[src/hw/asr_pkg.sv]
package asr_pkg;

  // ------------------------------------------------------------
  // array geometry
  // ------------------------------------------------------------
  localparam int ADDR_W = 14;
  localparam int DATA_W = 4;

  // ------------------------------------------------------------
  // timing, slowest speed grade, in ns
  // ------------------------------------------------------------
  localparam int CLK_PERIOD_NS    = 25;
  localparam int READ_CYCLE_NS    = 15;  // read cycle, address access
  localparam int READ_OUT_HOLD_NS = 3;   // read_output_hold
  localparam int ADDR_TO_END_NS   = 10;  // address to end of write
  localparam int SEL_TO_END_NS    = 10;  // select_to_write_end
  localparam int WR_PULSE_NS      = 10;  // minimum strobe width
  localparam int STROBE_FLOAT_NS  = 4;   // strobe_to_output_float
  localparam int DATA_SETUP_NS    = 7;   // write_data_setup
  localparam int WR_RECOVER_NS    = 4;   // output from end of write

  // least times round up, never below one cycle
  function automatic int min_cycles(input int ns);
    int c;
    c = (ns + CLK_PERIOD_NS - 1) / CLK_PERIOD_NS;
    return (c < 1) ? 1 : c;
  endfunction

  localparam int RD_CYC  = min_cycles(READ_CYCLE_NS) + 1;
  localparam int WR_BASE = min_cycles(WR_PULSE_NS);
  localparam int WR_SEL  = min_cycles(SEL_TO_END_NS);
  localparam int WR_ADR  = min_cycles(ADDR_TO_END_NS);
  localparam int WR_GATE = min_cycles(STROBE_FLOAT_NS + DATA_SETUP_NS);
  localparam int REC_CYC = min_cycles(WR_RECOVER_NS);
  localparam int CNT_W   = 4;

  // ------------------------------------------------------------
  // sequencer states
  // ------------------------------------------------------------
  typedef enum logic [4:0] {
    ASR_IDLE  = 5'b0_0001,
    ASR_READ  = 5'b0_0010,
    ASR_WSET  = 5'b0_0100,
    ASR_WPULS = 5'b0_1000,
    ASR_REC   = 5'b1_0000
  } asr_state_e;

endpackage

[src/hw/asr_pin_if.sv]
`timescale 1ns/100ps
// pin-level values held by the pin register module
interface asr_pin_if;
  import asr_pkg::*;
  logic [ADDR_W-1:0] addr;
  logic [DATA_W-1:0] wdata;
  logic              sel_n;
  logic              gate_n;
  logic              strobe_n;
  logic              drive;
  logic              load;
  modport ctl (output addr, wdata, sel_n, gate_n, strobe_n, drive, load);
  modport pin (input addr, wdata, sel_n, gate_n, strobe_n, drive, load);
endinterface

[src/hw/asr_ctrl.sv]
`timescale 1ns/100ps
module asr_ctrl
  import asr_pkg::*;
(
  // clock and reset
  input  wire logic              mclk,
  input  wire logic              reset,
  // user request port
  input  wire logic              req_valid,
  output logic                   req_ready,
  input  wire logic              req_write,
  input  wire logic              req_gate_low,
  input  wire logic [ADDR_W-1:0] req_addr,
  input  wire logic [DATA_W-1:0] req_wdata,
  // read answer
  output logic                   rd_valid_ff,
  output logic [DATA_W-1:0]      rd_data_ff,
  // device pins
  output logic [ADDR_W-1:0]      mem_addr,
  output logic                   select_low_a,
  output logic                   select_low_b,
  output logic                   gate_n,
  output logic                   strobe_n,
  input  wire logic [DATA_W-1:0] dq_in,
  output logic [DATA_W-1:0]      dq_out,
  output logic                   dq_oe
);

  // ------------------------------------------------------------
  // declarations
  // ------------------------------------------------------------
  asr_pin_if  pv ();
  asr_state_e state_ff;
  asr_state_e nxt_state;
  logic [CNT_W-1:0] cnt_ff;
  logic [CNT_W-1:0] nxt_cnt;
  logic [ADDR_W-1:0] addr_hold_ff;
  logic [DATA_W-1:0] data_hold_ff;
  logic              gate_hold_ff;
  logic              take;

  // stretched pulse when the device outputs may still be on
  function automatic logic [CNT_W-1:0] pulse_len(input logic gate_low);
    int n;
    n = WR_BASE;
    if (gate_low && WR_GATE > n) n = WR_GATE;
    if (WR_SEL > n) n = WR_SEL;
    if (WR_ADR > n) n = WR_ADR;
    // gate low: one extra strobe cycle lets the device float first
    if (gate_low) n = n + 1;
    return CNT_W'(n);
  endfunction

  // counter on the final cycle of a timed phase
  function automatic logic cnt_last(input logic [CNT_W-1:0] c);
    return (c == CNT_W'(1));
  endfunction

  // ------------------------------------------------------------
  // request acceptance
  // ------------------------------------------------------------
  assign req_ready = (state_ff == ASR_IDLE);
  assign take      = req_valid && req_ready;

  // latch request; address held stable for the whole access
  always_ff @(posedge mclk or posedge reset) begin
    if (reset) begin
      addr_hold_ff <= '0;
      data_hold_ff <= '0;
      gate_hold_ff <= 1'b0;
    end else if (take) begin
      addr_hold_ff <= req_addr;
      data_hold_ff <= req_wdata;
      gate_hold_ff <= req_gate_low;
    end
  end

  // ------------------------------------------------------------
  // sequencer
  // ------------------------------------------------------------
  always_comb begin
    nxt_state = state_ff;
    nxt_cnt   = cnt_ff;
    case (state_ff)
      ASR_IDLE: begin
        if (take) begin
          nxt_state = req_write ? ASR_WSET : ASR_READ;
          nxt_cnt   = req_write ? CNT_W'(1) : CNT_W'(RD_CYC);
        end
      end
      ASR_READ: begin
        nxt_cnt = cnt_ff - CNT_W'(1);
        if (cnt_last(cnt_ff)) begin
          nxt_state = ASR_IDLE;
        end
      end
      ASR_WSET: begin
        nxt_state = ASR_WPULS;
        nxt_cnt   = pulse_len(gate_hold_ff);
      end
      ASR_WPULS: begin
        nxt_cnt = cnt_ff - CNT_W'(1);
        if (cnt_last(cnt_ff)) begin
          nxt_state = ASR_REC;
          nxt_cnt   = CNT_W'(REC_CYC);
        end
      end
      ASR_REC: begin
        nxt_cnt = cnt_ff - CNT_W'(1);
        if (cnt_last(cnt_ff)) begin
          nxt_state = ASR_IDLE;
        end
      end
      default: begin
        nxt_state = ASR_IDLE;
        nxt_cnt   = '0;
      end
    endcase
  end

  // state and counter registers
  always_ff @(posedge mclk or posedge reset) begin
    if (reset) begin
      state_ff <= ASR_IDLE;
      cnt_ff   <= '0;
    end else begin
      state_ff <= nxt_state;
      cnt_ff   <= nxt_cnt;
    end
  end

  // ------------------------------------------------------------
  // next pin levels
  // ------------------------------------------------------------
  always_comb begin
    pv.load     = 1'b1;
    pv.addr     = take ? req_addr : addr_hold_ff;
    pv.wdata    = data_hold_ff;
    pv.sel_n    = 1'b1;
    pv.gate_n   = 1'b1;
    pv.strobe_n = 1'b1;
    pv.drive    = 1'b0;
    case (nxt_state)
      ASR_READ: begin
        pv.sel_n  = 1'b0;
        pv.gate_n = 1'b0;
      end
      ASR_WSET: begin
        // selects and gate first, address loaded on the same edge;
        // only entered on a take, so the gate follows the request itself
        pv.sel_n  = 1'b0;
        pv.gate_n = ~req_gate_low;
      end
      ASR_WPULS: begin
        // strobe low after selects: device outputs float (with gate high they were floating already)
        pv.sel_n    = 1'b0;
        pv.gate_n   = ~gate_hold_ff;
        pv.strobe_n = 1'b0;
        // gate high: device already floating, drive at once;
        // gate low: bus taken only once the device has floated
        pv.drive    = !gate_hold_ff || (state_ff == ASR_WPULS);
      end
      ASR_REC: begin
        // selects and strobe rise together; data held one more
        pv.drive = 1'b1;
      end
      default: begin
        pv.load = 1'b1;
      end
    endcase
  end

  asr_pin_reg u_pins (
    .mclk            (mclk),
    .reset           (reset),
    .p               (pv),
    .addr_ff         (mem_addr),
    .dq_out_ff       (dq_out),
    .dq_oe_ff        (dq_oe),
    .select_low_a_ff (select_low_a),
    .select_low_b_ff (select_low_b),
    .gate_n_ff       (gate_n),
    .strobe_n_ff     (strobe_n)
  );

  // ------------------------------------------------------------
  // read capture at the end of the read window
  // ------------------------------------------------------------
  always_ff @(posedge mclk or posedge reset) begin
    if (reset) begin
      rd_valid_ff <= 1'b0;
      rd_data_ff  <= '0;
    end else begin
      // sampled before address moves, within output hold
      rd_valid_ff <= (state_ff == ASR_READ) && cnt_last(cnt_ff);
      if ((state_ff == ASR_READ) && cnt_last(cnt_ff)) begin
        rd_data_ff <= dq_in;
      end
    end
  end

  // recovery state keeps the next read off the bus
  // before the device may drive again

endmodule

[src/hw/asr_pin_reg.sv]
`timescale 1ns/100ps
// pin output registers: every pin level comes from a flip-flop
module asr_pin_reg
  import asr_pkg::*;
(
  // clock and reset
  input  wire logic              mclk,
  input  wire logic              reset,
  // sequencer values
  asr_pin_if.pin                 p,
  // device pins
  output logic [ADDR_W-1:0]      addr_ff,
  output logic [DATA_W-1:0]      dq_out_ff,
  output logic                   dq_oe_ff,
  output logic                   select_low_a_ff,
  output logic                   select_low_b_ff,
  output logic                   gate_n_ff,
  output logic                   strobe_n_ff
);

  // ------------------------------------------------------------
  // registered pins, idle state deselected and not driving
  // ------------------------------------------------------------
  always_ff @(posedge mclk or posedge reset) begin
    if (reset) begin
      addr_ff         <= '0;
      dq_out_ff       <= '0;
      dq_oe_ff        <= 1'b0;
      select_low_a_ff <= 1'b1;
      select_low_b_ff <= 1'b1;
      gate_n_ff       <= 1'b1;
      strobe_n_ff     <= 1'b1;
    end else if (p.load) begin
      addr_ff         <= p.addr;
      dq_out_ff       <= p.wdata;
      dq_oe_ff        <= p.drive;
      select_low_a_ff <= p.sel_n;
      select_low_b_ff <= p.sel_n;
      gate_n_ff       <= p.gate_n;
      strobe_n_ff     <= p.strobe_n;
    end
  end

endmodule

[config.mk]
export PLATFORM = sky130hd
export DESIGN_NAME = asr_ctrl
export DESIGN_NICKNAME = d
export VERILOG_FILES = /design/src/hw/asr_pkg.sv /design/src/hw/asr_pin_if.sv /design/src/hw/asr_ctrl.sv /design/src/hw/asr_pin_reg.sv
export SDC_FILE = /design/constraint.sdc
export NUM_CORES = 1
export LEC_CHECK = 0
export BUFFER_PORTS_ARGS = -buffer_cell sky130_fd_sc_hd__clkbuf_2
export CAP_MARGIN = 20
export CORE_UTILIZATION = 58
export DETAILED_ROUTE_END_ITERATION = 7
export GPL_TIMING_DRIVEN = 0
export PLACE_DENSITY = 0.92
export SYNTH_ARGS = -nofsm -noshare
export SYNTH_HDL_FRONTEND = slang
export SYNTH_HIERARCHICAL = 1
export SYNTH_SLANG_ARGS = --single-unit
[constraint.sdc]
create_clock -name mclk -period 3.4 [get_ports mclk]
set_input_delay 0.68 -clock mclk [delete_from_list [all_inputs] [get_ports mclk]]
set_output_delay 0.68 -clock mclk [all_outputs]
set_load 0.005 [all_outputs]
==> results.tsv, run 1 <==
stage	metric	value	unit
worst_setup_path	slowest_delay	0.60	ns
power	total_power	2.50	mW
sta	finalHoldViolCount	0	
worst_setup_path	rr_startpoint	state_ff[0]	
place	dp_hpwl	3400	um
sta	setup_violations	0	
worst_setup_path	reg2regPathDepth	5	
final_layout	drive_above_1_share	50.2	%
worst_hold_path	hold_path.class	in2async	
logic_synthesis	synth_area	2450	um2
place	numPortBuffers	55	
worst_setup_path	endpoint	u_pins/addr_ff[0]	
worst_setup_path	worstPathArrival	2.37	ns
clock_network	root_buffer	clkbuf_8	
clock_network	clock_latency	0.31	ns
sta	fin_crit_sh	64.0	%
worst_setup_path	path_common_cell	mux2_2	
clock_network	cts_buffers	5	
clock_network	post_cts_resize_count	0	
floorplan	core	4030	um2
drt	drt_iter0_drc	142	
place	dpl_worst_slack	1.28	ns
power	p_per_area	851	nW/um2
sta	postLayoutSetupSlackWorst	1.22	ns
worst_setup_path	rr_endpoint	u_pins/addr_ff[0]	
worst_setup_path	critPathLaunchType	register	
drt	num_vias	1708	
worst_setup_path	cp-startpoint	state_ff[0]	
drt	routed_via_density	5.71	
drt	ant_nets	0	
logic_synthesis	yosysUniqueCellTypes	40	
worst_setup_path	worstPathRequired	3.60	ns
drt	drc	0	
power	ir_worst_vdd	0.524	mV
sta	max_slew.worst_pin.slew	0.836	ns
floorplan	fp-row-count	23	
floorplan	die-area	4480	um2
flow_run	max-cap-violations	0	
logic_synthesis	syn_avg_cell_area	13.4	um2
clock_network	clkTransAtPathRegs	0.09	ns
final_layout	fillCellCount	272	
clock_network	hold_buffers	0	
drt	dr.pass1.iters	4	
global_route	gr-total-overflow	0	
sta	fmax	460	MHz
final_layout	layout_commonest_cell	clkbuf_2	
logic_synthesis	syn_inst	182	
sta	rsz0062_at_grt	no	
place	gp_congestion	0.877	
final_layout	stdcell_area	2940	um2
drt	wl_per_cell	16.3	um
final_layout	n_antenna_cell	0	
logic_synthesis	synth_top_cell_area_share	52.2	%
drt	wirelength	4880	um
worst_setup_path	critical_path_class	reg2reg	
sta	setup_tns	0	ns
logic_synthesis	synth-seq-cells	55	
sta	fin_worst_skew	0.00677	ns
final_layout	fin_nets	277	
sta	min_period	2.18	ns
clock_network	cts_tree	yes	
place	dpl_cell_area	2820	um2
logic_synthesis	synth_top_area_cell	dfrtp_1	
logic_synthesis	async_flop_share	100	%
logic_synthesis	yosysWarnings	6	
global_route	grt_pass1_vias	1699	
worst_setup_path	path_depth	5	
run_status	outcome	completed	
worst_setup_path	worst-path-buf-inv	2	
clock_network	cts_max_path_buffers	2	
logic_synthesis	synthFlopType	dfrtp_1	
worst_setup_path	cpMaxStageDelayCell	dfstp_2	
logic_synthesis	synth-edff-count	0	
worst_setup_path	critical_path.top_delay_family	buffers and inverters	
logic_synthesis	ys_seq_area_share	56.5	%
sta	maxSlewViolCount	0	
clock_network	cts_sinks	55	
global_route	grt_pass1_wl	7800	um
floorplan	io_pins	56	
final_layout	syn_to_final_growth	20.2	%
power	p_leak	1.42	nW
worst_setup_path	path_max_fanout	10	
worst_setup_path	cp-end-kind	register	
floorplan	initial_core_util	60.7	%
sta	slew_headroom	44.2	%
global_route	grt_use_total	24.4	%
global_route	grt_max_degree	24	
floorplan	die_height	66.9	um
logic_synthesis	ys_top_cells_by_area	dfrtp_1, mux2_2, dfstp_2	
global_route	antenna_found_initial	0	
worst_setup_path	rrSetupSlack	1.22	ns
floorplan	die_w	66.9	um
final_layout	final_util	73.0	%
clock_network	post_cts_buffers	0	
final_layout	final_cell_mix	clkbuf_2, dfrtp_1, mux2_2	
worst_setup_path	crit_chain	clkbuf_1 > nand4_1 > buf_2 > mux2_2 > mux2_2	
clock_network	htree_num_levels	2	
==> worst reg2reg max path: cells and delay by family, from the launching register on <==
| kind | cells | cell delay (ns) |
|---|---|---|
| buf+inv | 2 | 0.62 |
| flops | 1 | 0.60 |
| mux | 2 | 0.59 |
| simple gates | 1 | 0.26 |
==> worst min path at each step <==
stage | from | to | slack (ns) | cells after the start
5_1_grt | reset | addr_hold_ff[3] | 0.41 | 2
3_5_place_dp | addr_hold_ff[4] | addr_hold_ff[4] | 0.48 | 1
2_1_floorplan | addr_hold_ff[10] | addr_hold_ff[10] | 0.47 | 1
3_3_place_gp | addr_hold_ff[7] | addr_hold_ff[7] | 0.47 | 1
4_1_cts | reset | addr_hold_ff[5] | 0.39 | 2
6_report | reset | addr_hold_ff[6] | 0.38 | 2
==> where the power goes <==
group | total (mW) | switching (mW) | internal, mW
combinational | 0.938 | 0.425 | 0.513
sequential | 1.12 | 0.161 | 0.961
clock | 0.442 | 0.204 | 0.238
total | 2.50 | 0.790 | 1.71
==> cell type report <==
| class | instances | area (um2) | area share (%) |
|---|---|---|---|
| Inverter | 6 | 22.5 | 0.766 |
| Buffer | 11 | 73.8 | 2.51 |
| Sequential cell | 55 | 1380 | 47.0 |
| Timing Repair Buffer | 56 | 303 | 10.3 |
| Clock inverter | 2 | 35.0 | 1.19 |
| Tap cell | 50 | 62.6 | 2.13 |
| Multi-Input combinational cell | 113 | 980 | 33.3 |
| Clock buffer | 6 | 82.6 | 2.81 |
==> registers in the layout (all words and copies together), names as in the netlist <==
signal and count:
u_pins/dq_oe_ff 1, u_pins/gate_n_ff 1, gate_hold_ff 1, state_ff 5, u_pins/select_low_b_ff 1, u_pins/dq_out_ff 4, addr_hold_ff 14, data_hold_ff 4
u_pins/addr_ff 14, cnt_ff 4, u_pins/strobe_n_ff 1, rd_data_ff 4, rd_valid_ff 1
==> per-layer routing <==
metal / track usage, % / wire length, um / up-vias
li1: - / - / 782
met1: 28.4 / 1990 / 860
met2: 41.9 / 2530 / 59
met3: 7.02 / 290 / 7
met4: 9.84 / 72 / 0
met5: 0 / 0 / -
==> logic make-up after synthesis <==
group | synth area share [%]
buffers and inverters | 3.94
AO/OA/AOI/OAI | 6.75
other | 0.153
multiplexers | 20.7
AND/OR/NAND/NOR | 10.6
XOR/XNOR | 0.358
adder cells (fa/ha/maj) | 1.02
flip-flops | 56.5
==> per-stage QoR <==
stage                     instances  hold slack (ns)
final                           299            0.376
after floorplan                 185            0.467
after CTS                       299            0.386
after global routing            299            0.410
after detailed placement        291            0.483
after global placement          290            0.474
==> cells in the mapped netlist (all sizes together), types with 2 or more instances <==
master / count
inv: 6
a211oi: 2
nor3: 3
nand3: 5
a211o: 2
a22o: 2
dfstp: 4
nor3b: 4
and3: 3
dfrtp: 51
or4: 2
nor4b: 4
o21ai: 5
o31ai: 5
ha: 2
nor2: 4
clkbuf: 2
a21oi: 2
mux2: 45
nor4bb: 2
nor2b: 5
buf: 9
No activity file was read; power rests on OpenSTA's default activity.
==> inputs of run 2 (changes only) <==
--- a/config.mk
+++ b/config.mk
@@ -5,12 +5,13 @@
 export SDC_FILE = /design/constraint.sdc
 export NUM_CORES = 1
 export LEC_CHECK = 0
+export ABC_AREA = 1
 export BUFFER_PORTS_ARGS = -buffer_cell sky130_fd_sc_hd__clkbuf_2
 export CAP_MARGIN = 20
-export CORE_UTILIZATION = 58
+export CORE_UTILIZATION = 49
 export DETAILED_ROUTE_END_ITERATION = 7
 export GPL_TIMING_DRIVEN = 0
-export PLACE_DENSITY = 0.92
+export PLACE_DENSITY = 0.83
 export SYNTH_ARGS = -nofsm -noshare
 export SYNTH_HDL_FRONTEND = slang
 export SYNTH_HIERARCHICAL = 1
==> constraint.sdc (replaced) <==
create_clock -name mclk -period 1.85 [get_ports mclk]
set_input_delay 0.37 -clock mclk [delete_from_list [all_inputs] [get_ports mclk]]
set_output_delay 0.37 -clock mclk [all_outputs]
set_load 0.005 [all_outputs]
==> run 2 against run 1 <==
Register-to-register slack lost 1.0 ns. Wire length grew 4.6%. Synthesized area grew 0.72%. Clock skew grew 0.0049 ns. Critical endpoint is now req_ready.
==> results.tsv, run 2 <==
stage	metric	value	unit	change
run_status	outcome	completed		
global_route	grt_use_total	21.2	%	-3.2 points
global_route	antenna_found_initial	0		unchanged
final_layout	instances_no_fill	439		+47%
worst_setup_path	crit_chain	inv_2 > nor2_4 > inv_1 > nor2_2 > clkbuf_2		
drt	dr.pass1.iters	4		unchanged
clock_network	cts_max_path_buffers	2		unchanged
sta	fin_worst_skew	0.0117	ns	+0.00494 ns
power	p_sw	1.55	mW	+96%
worst_setup_path	critical_path_class	reg2out		
final_layout	stdcell_area	3000	um2	+2.0%
logic_synthesis	ys_top_cells_by_area	dfrtp_1, nand2_1, dfstp_2		
logic_synthesis	synthFlopType	dfrtp_1		
clock_network	clock_latency	0.31	ns	about the same
power	ir_worst_vdd	0.718	mV	+37%
logic_synthesis	synth_top_cell_area_share	51.8	%	-0.37 points
worst_setup_path	rrSetupSlack	0.21	ns	-1.01 ns
clock_network	cts_buffers	5		unchanged
global_route	grt_pass1_wl	8580	um	+10%
power	p_comb_share	34.7	%	-2.8 points
logic_synthesis	syn_avg_cell_area	8.13	um2	-40%
worst_setup_path	path_max_fanout	4		-6
final_layout	fillCellCount	412		+51%
logic_synthesis	synth_top_area_cell	dfrtp_1		
logic_synthesis	synth_common_cells	nand2_1, dfrtp_1, inv_1		
floorplan	die_height	72.9	um	+8.9%
power	pwr-share-seq	45.4	%	+0.6 points
clock_network	clkTransAtPathRegs	0.11	ns	+0.02 ns
place	dpl_cell_area	2870	um2	+1.5%
worst_setup_path	cp-end-kind	primary output		
worst_setup_path	cpMaxStageDelayCell	dfstp_2		
logic_synthesis	async_flop_share	100	%	unchanged
sta	fmax	563	MHz	
worst_setup_path	slowest_delay	0.58	ns	-0.02 ns
place	numPortBuffers	55		unchanged
worst_setup_path	rr_startpoint	state_ff[0]		
final_layout	layout_commonest_cell	nand2_1		
clock_network	htree_num_levels	2		unchanged
floorplan	core	4790	um2	+19%
clock_network	cts_tree	yes		
sta	slew_headroom	43.1	%	-1.1 points
worst_setup_path	cp-startpoint	state_ff[0]		
final_layout	final_cell_mix	nand2_1, clkbuf_2, dfrtp_1		
worst_setup_path	endpoint	req_ready		
logic_synthesis	syn_inst	303		+66%
worst_setup_path	worstPathArrival	1.41	ns	-0.96 ns
final_layout	syn_to_final_growth	21.7	%	
sta	setup_tns	0	ns	unchanged
drt	drc	0		unchanged
clock_network	cts_sinks	55		unchanged
logic_synthesis	synth-seq-cells	55		unchanged
floorplan	die-area	5320	um2	+19%
power	switching_share	36.5	%	+4.9 points
drt	wirelength	5110	um	+4.6%
worst_setup_path	critPathLaunchType	register		
clock_network	root_buffer	clkbuf_8		
floorplan	initial_core_util	51.5	%	-9.2 points
logic_synthesis	synthMostInstantiatedCell	nand2_1		
worst_setup_path	critical_path.top_delay_family	flip-flops		
power	internal_power	2.69	mW	+57%
sta	rsz0062_at_grt	no		
floorplan	io_pins	56		unchanged
floorplan	fp-row-count	25		+8.7%
worst_setup_path	worstPathRequired	1.48	ns	-2.12 ns
drt	wl_per_cell	11.6	um	-29%
place	dpl_worst_slack	0.171	ns	-1.11 ns
worst_setup_path	rr_endpoint	u_pins/addr_ff[10]		
final_layout	fin_nets	400		+44%
worst_hold_path	hold_path.class	in2async		
sta	maxSlewViolCount	0		unchanged
global_route	grt_max_degree	23		-4.2%
sta	postLayoutSetupSlackWorst	0.0731	ns	-1.15 ns
flow_run	max-cap-violations	0		unchanged
drt	drt_iter0_drc	164		+15%
final_layout	drive_above_1_share	25.8	%	-24 points
drt	routed_via_density	4.70		-18%
drt	ant_nets	0		unchanged
sta	setup_violations	0		unchanged
global_route	gr-total-overflow	0		unchanged
sta	min_period	1.78	ns	
power	p_leak	1.73	nW	+22%
logic_synthesis	yosysWarnings	6		unchanged
place	gp_congestion	0.835		-4.7%
place	place_inst	430		+48%
worst_setup_path	path_depth	5		unchanged
final_layout	final_util	62.7	%	-10 points
floorplan	die_w	72.9	um	+8.9%
power	total_power	4.24	mW	+69%
drt	num_vias	2064		+21%
final_layout	n_antenna_cell	0		unchanged
global_route	grt_pass1_vias	1967		+16%
final_layout	reg_top3	addr_hold_ff x14, u_pins/addr_ff x14, state_ff x5		
sta	fin_crit_sh	96.0	%	
worst_setup_path	reg2regPathDepth	10		+5
power	clock_power_share	19.9	%	+2.2 points
logic_synthesis	yosysUniqueCellTypes	22		-45%
sta	finalHoldViolCount	0		unchanged
sta	max_slew.worst_pin.slew	0.852	ns	+0.0159 ns
logic_synthesis	synth-edff-count	0		unchanged
power	p_per_area	1410	nW/um2	+66%
worst_setup_path	worst-path-buf-inv	3		+1
sta	holdWs	0.118	ns	-0.258 ns
logic_synthesis	synth_area	2460	um2	+0.72%
place	dp_hpwl	3820	um	+12%
logic_synthesis	ys_seq_area_share	56.1	%	-0.40 points
run 2: worst reg2reg max path: cells and delay by family (launching register included):
kind | cells | cell delay, ns
flip-flops | 1 | 0.58
AND/OR/NAND/NOR | 7 | 0.60
buffers and inverters | 3 | 0.34
run 2: layout make-up:
type	instances	area, um2	share of cell area (%)
plain buffers	9	78.8	2.63
clock buffers	5	68.8	2.29
clock inverters	3	50.0	1.67
inverters	29	109	3.63
multi-input cells	214	917	30.6
flip-flops and latches	55	1380	46.1
well taps	67	83.8	2.80
repair buffers	57	310	10.3
run 2: power by group through the flow:
stage	clock, mW	combinational (mW)	sequential [mW]
after detailed placement	0	1.45	1.94
after CTS	0.855	1.46	1.92
final	0.843	1.47	1.92
after global placement	0	1.38	1.93
after floorplan	0	0.923	1.93
after global routing	0.896	1.70	1.97
run 2: kinds of logic after synthesis:
family / count (synthesis) / synth area share, %
adder cells (fa/ha/maj): 2 / 1.02
other: 1 / 0.152
AND/OR/NAND/NOR: 199 / 33.2
AO/OA/AOI/OAI: 7 / 1.62
flip-flops: 55 / 56.1
XOR/XNOR: 1 / 0.356
buffers and inverters: 38 / 7.62
run 2: metal layers:
metal  up-vias  track usage (%)  wire length (um)
li1       1048                -                 -
met1       955             28.6              2350
met2        54             35.1              2510
met3         7             5.11               214
met4         0             4.36                38
met5         -                0                 0
run 2: what timing repair did:
action,4_1_cts,5_1_grt
setup endpoints to repair,0,6
gates resized for setup,0,2
buffers inserted,0,1
hold buffers,0,0
run 2: how the worst min path moves through the flow:
stage | start | to | slack, ns
finish | reset | addr_hold_ff[9] | 0.12
CTS | reset | addr_hold_ff[9] | 0.15
global placement | addr_hold_ff[12] | addr_hold_ff[12] | 0.45
detailed placement | addr_hold_ff[12] | addr_hold_ff[12] | 0.46
global route | reset | addr_hold_ff[7] | 0.16
floorplan | reset | u_pins/addr_ff[0] | 0.36
==> inputs of run 3 (changes only) <==
--- a/config.mk
+++ b/config.mk
@@ -11,7 +11,7 @@
 export CORE_UTILIZATION = 49
 export DETAILED_ROUTE_END_ITERATION = 7
 export GPL_TIMING_DRIVEN = 0
-export PLACE_DENSITY = 0.83
+export PLACE_DENSITY = 0.73
 export SYNTH_ARGS = -nofsm -noshare
 export SYNTH_HDL_FRONTEND = slang
 export SYNTH_HIERARCHICAL = 1
==> run 3 against run 2 <==
Sequential share of layout area up 0.52 points. Critical path depth unchanged. Die area unchanged. Hold slack worse by 0.044 ns. Non-clock buffer count down 1. Global-route usage down 1.3 points. Register-to-register slack about the same. Cell count down 0.23%. Core utilization down 0.71 points. Total power down 4.7%.
==> results.tsv, run 3 (synthesis results as in run 2) <==
stage	metric	value	unit	change
drt	drc	0		unchanged
clock_network	clock_latency	0.31	ns	about the same
sta	rsz0062_at_grt	no		
clock_network	cts_max_path_buffers	2		unchanged
place	gp_congestion	0.872		+4.4%
run_status	outcome	completed		
place	dpl_cell_area	2870	um2	unchanged
worst_setup_path	worstPathArrival	1.35	ns	-0.06 ns
sta	holdWs	0.0745	ns	-0.0435 ns
place	numPortBuffers	55		unchanged
flow_run	max-cap-violations	0		unchanged
floorplan	die-area	5320	um2	unchanged
clock_network	cts_buffers	5		unchanged
final_layout	layout_commonest_cell	nand2_1		
drt	wl_per_cell	11.0	um	-5.6%
worst_setup_path	path_max_fanout	4		unchanged
floorplan	core	4790	um2	unchanged
clock_network	clkTransAtPathRegs	0.10	ns	about the same
sta	max_slew.worst_pin.slew	0.887	ns	+0.0349 ns
power	p_per_area	1360	nW/um2	-3.6%
drt	num_vias	2000		-3.1%
clock_network	hold_buffers	0		unchanged
sta	slew_headroom	40.8	%	-2.3 points
floorplan	io_pins	56		unchanged
sta	fin_worst_skew	0.00739	ns	-0.00432 ns
sta	setup_violations	0		unchanged
clock_network	cts_sinks	55		unchanged
floorplan	die_w	72.9	um	unchanged
clock_network	cts_tree	yes		
sta	maxSlewViolCount	0		unchanged
final_layout	fin_nets	399		-0.25%
floorplan	initial_core_util	51.5	%	unchanged
final_layout	syn_to_final_growth	20.4	%	
global_route	grt_pass1_vias	1884		-4.2%
power	ir_worst_vdd	0.851	mV	+19%
sta	finalHoldViolCount	0		unchanged
final_layout	drive_above_1_share	25.1	%	-0.74 points
drt	drt_iter0_drc	127		-23%
power	p_leak	1.71	nW	-0.93%
final_layout	multi_input_area	915	um2	-0.27%
global_route	antenna_found_initial	0		unchanged
worst_setup_path	critPathLaunchType	register		
sta	min_period	1.72	ns	-0.0540 ns
global_route	grt_max_degree	24		+4.3%
sta	fmax	580	MHz	+3.1%
final_layout	reg_top3	addr_hold_ff x14, u_pins/addr_ff x14, state_ff x5		
final_layout	final_cell_mix	nand2_1, clkbuf_2, dfrtp_1		
final_layout	fillCellCount	436		+5.8%
sta	fin_crit_sh	93.1	%	-2.9 points
final_layout	layout.area.seq	1380	um2	unchanged
clock_network	htree_num_levels	2		unchanged
clock_network	root_buffer	clkbuf_8		
drt	wirelength	4810	um	-5.9%
global_route	grt_use_total	19.9	%	-1.3 points
power	total_power	4.04	mW	-4.7%
global_route	grt_pass1_wl	7970	um	-7.2%
drt	ant_nets	0		unchanged
worst_hold_path	hold_path.class	in2async		
drt	dr.pass1.iters	4		unchanged
floorplan	die_height	72.9	um	unchanged
sta	setup_tns	0	ns	unchanged
worst_setup_path	worstPathRequired	1.48	ns	about the same
final_layout	stdcell_area	2970	um2	-1.1%
worst_setup_path	critical_path_class	reg2out		
worst_setup_path	cp-end-kind	primary output		
drt	routed_via_density	4.57		-2.9%
final_layout	n_antenna_cell	0		unchanged
place	dp_hpwl	3540	um	-7.5%
global_route	gr-total-overflow	0		unchanged
floorplan	fp-row-count	25		unchanged
[run 3: worst paths after layout]
check / startpoint / slack (ns) / cells after the start / endpoint
min in group mclk: dq_in[1] / 0.26 / 3 / rd_data_ff[1]
max reg2reg: cnt_ff[1] / 0.21 / 8 / rd_data_ff[2]
min reg2reg: data_hold_ff[3] / 0.48 / 2 / data_hold_ff[3]
max in group asynchronous: reset / 1.07 / 2 / u_pins/dq_oe_ff
max: state_ff[0] / 0.13 / 5 / req_ready
min: reset / 0.07 / 2 / addr_hold_ff[9]
[run 3: final cells by class]
cell class	instances	area share [%]
plain buffers	9	2.66
clock buffers	7	2.91
clock inverters	1	0.295
inverters	29	3.67
multi-input cells	214	30.8
flip-flops and latches	55	46.6
well taps	67	2.83
repair buffers	56	10.2
[run 3: per-stage QoR]
stage / utilization, % / instances / setup slack, ns
after global placement: 59.3 / 429 / 0.194
final: 62.0 / 438 / 0.127
after detailed placement: 59.9 / 430 / 0.184
after global routing: 62.0 / 438 / 0.0531
after floorplan: - / 307 / 0.391
after CTS: 61.9 / 438 / 0.0666
[run 3: what timing repair did]
item                                   in CTS  in global routing
resized for setup                           0                  1
setup endpoints to repair                   0                  1
buffers inserted                            0                  0
endpoints found under the hold margin       0                  0
[run 3: per-layer routing]
layer / vias to the layer above / GRT usage (%) / wire (um)
li1: 1047 / - / -
met1: 909 / 25.0 / 2300
met2: 38 / 34.3 / 2280
met3: 6 / 4.14 / 166
met4: 0 / 7.19 / 65
met5: - / 0 / 0
[run 3: power breakdown]
part / switching [mW] / internal (mW) / leakage (nW)
clock: 0.384 / 0.308 / 0.0484
combinational: 0.844 / 0.578 / 0.983
sequential: 0.233 / 1.69 / 0.682
total: 1.46 / 2.58 / 1.71
[run 3: critical path, cell delays in order, from the launching register on]
cell and delay [ns]:
dfstp_2 0.58, inv_2 0.05, nor2_4 0.11, inv_1 0.06, nor2_2 0.12, clkbuf_2 0.13
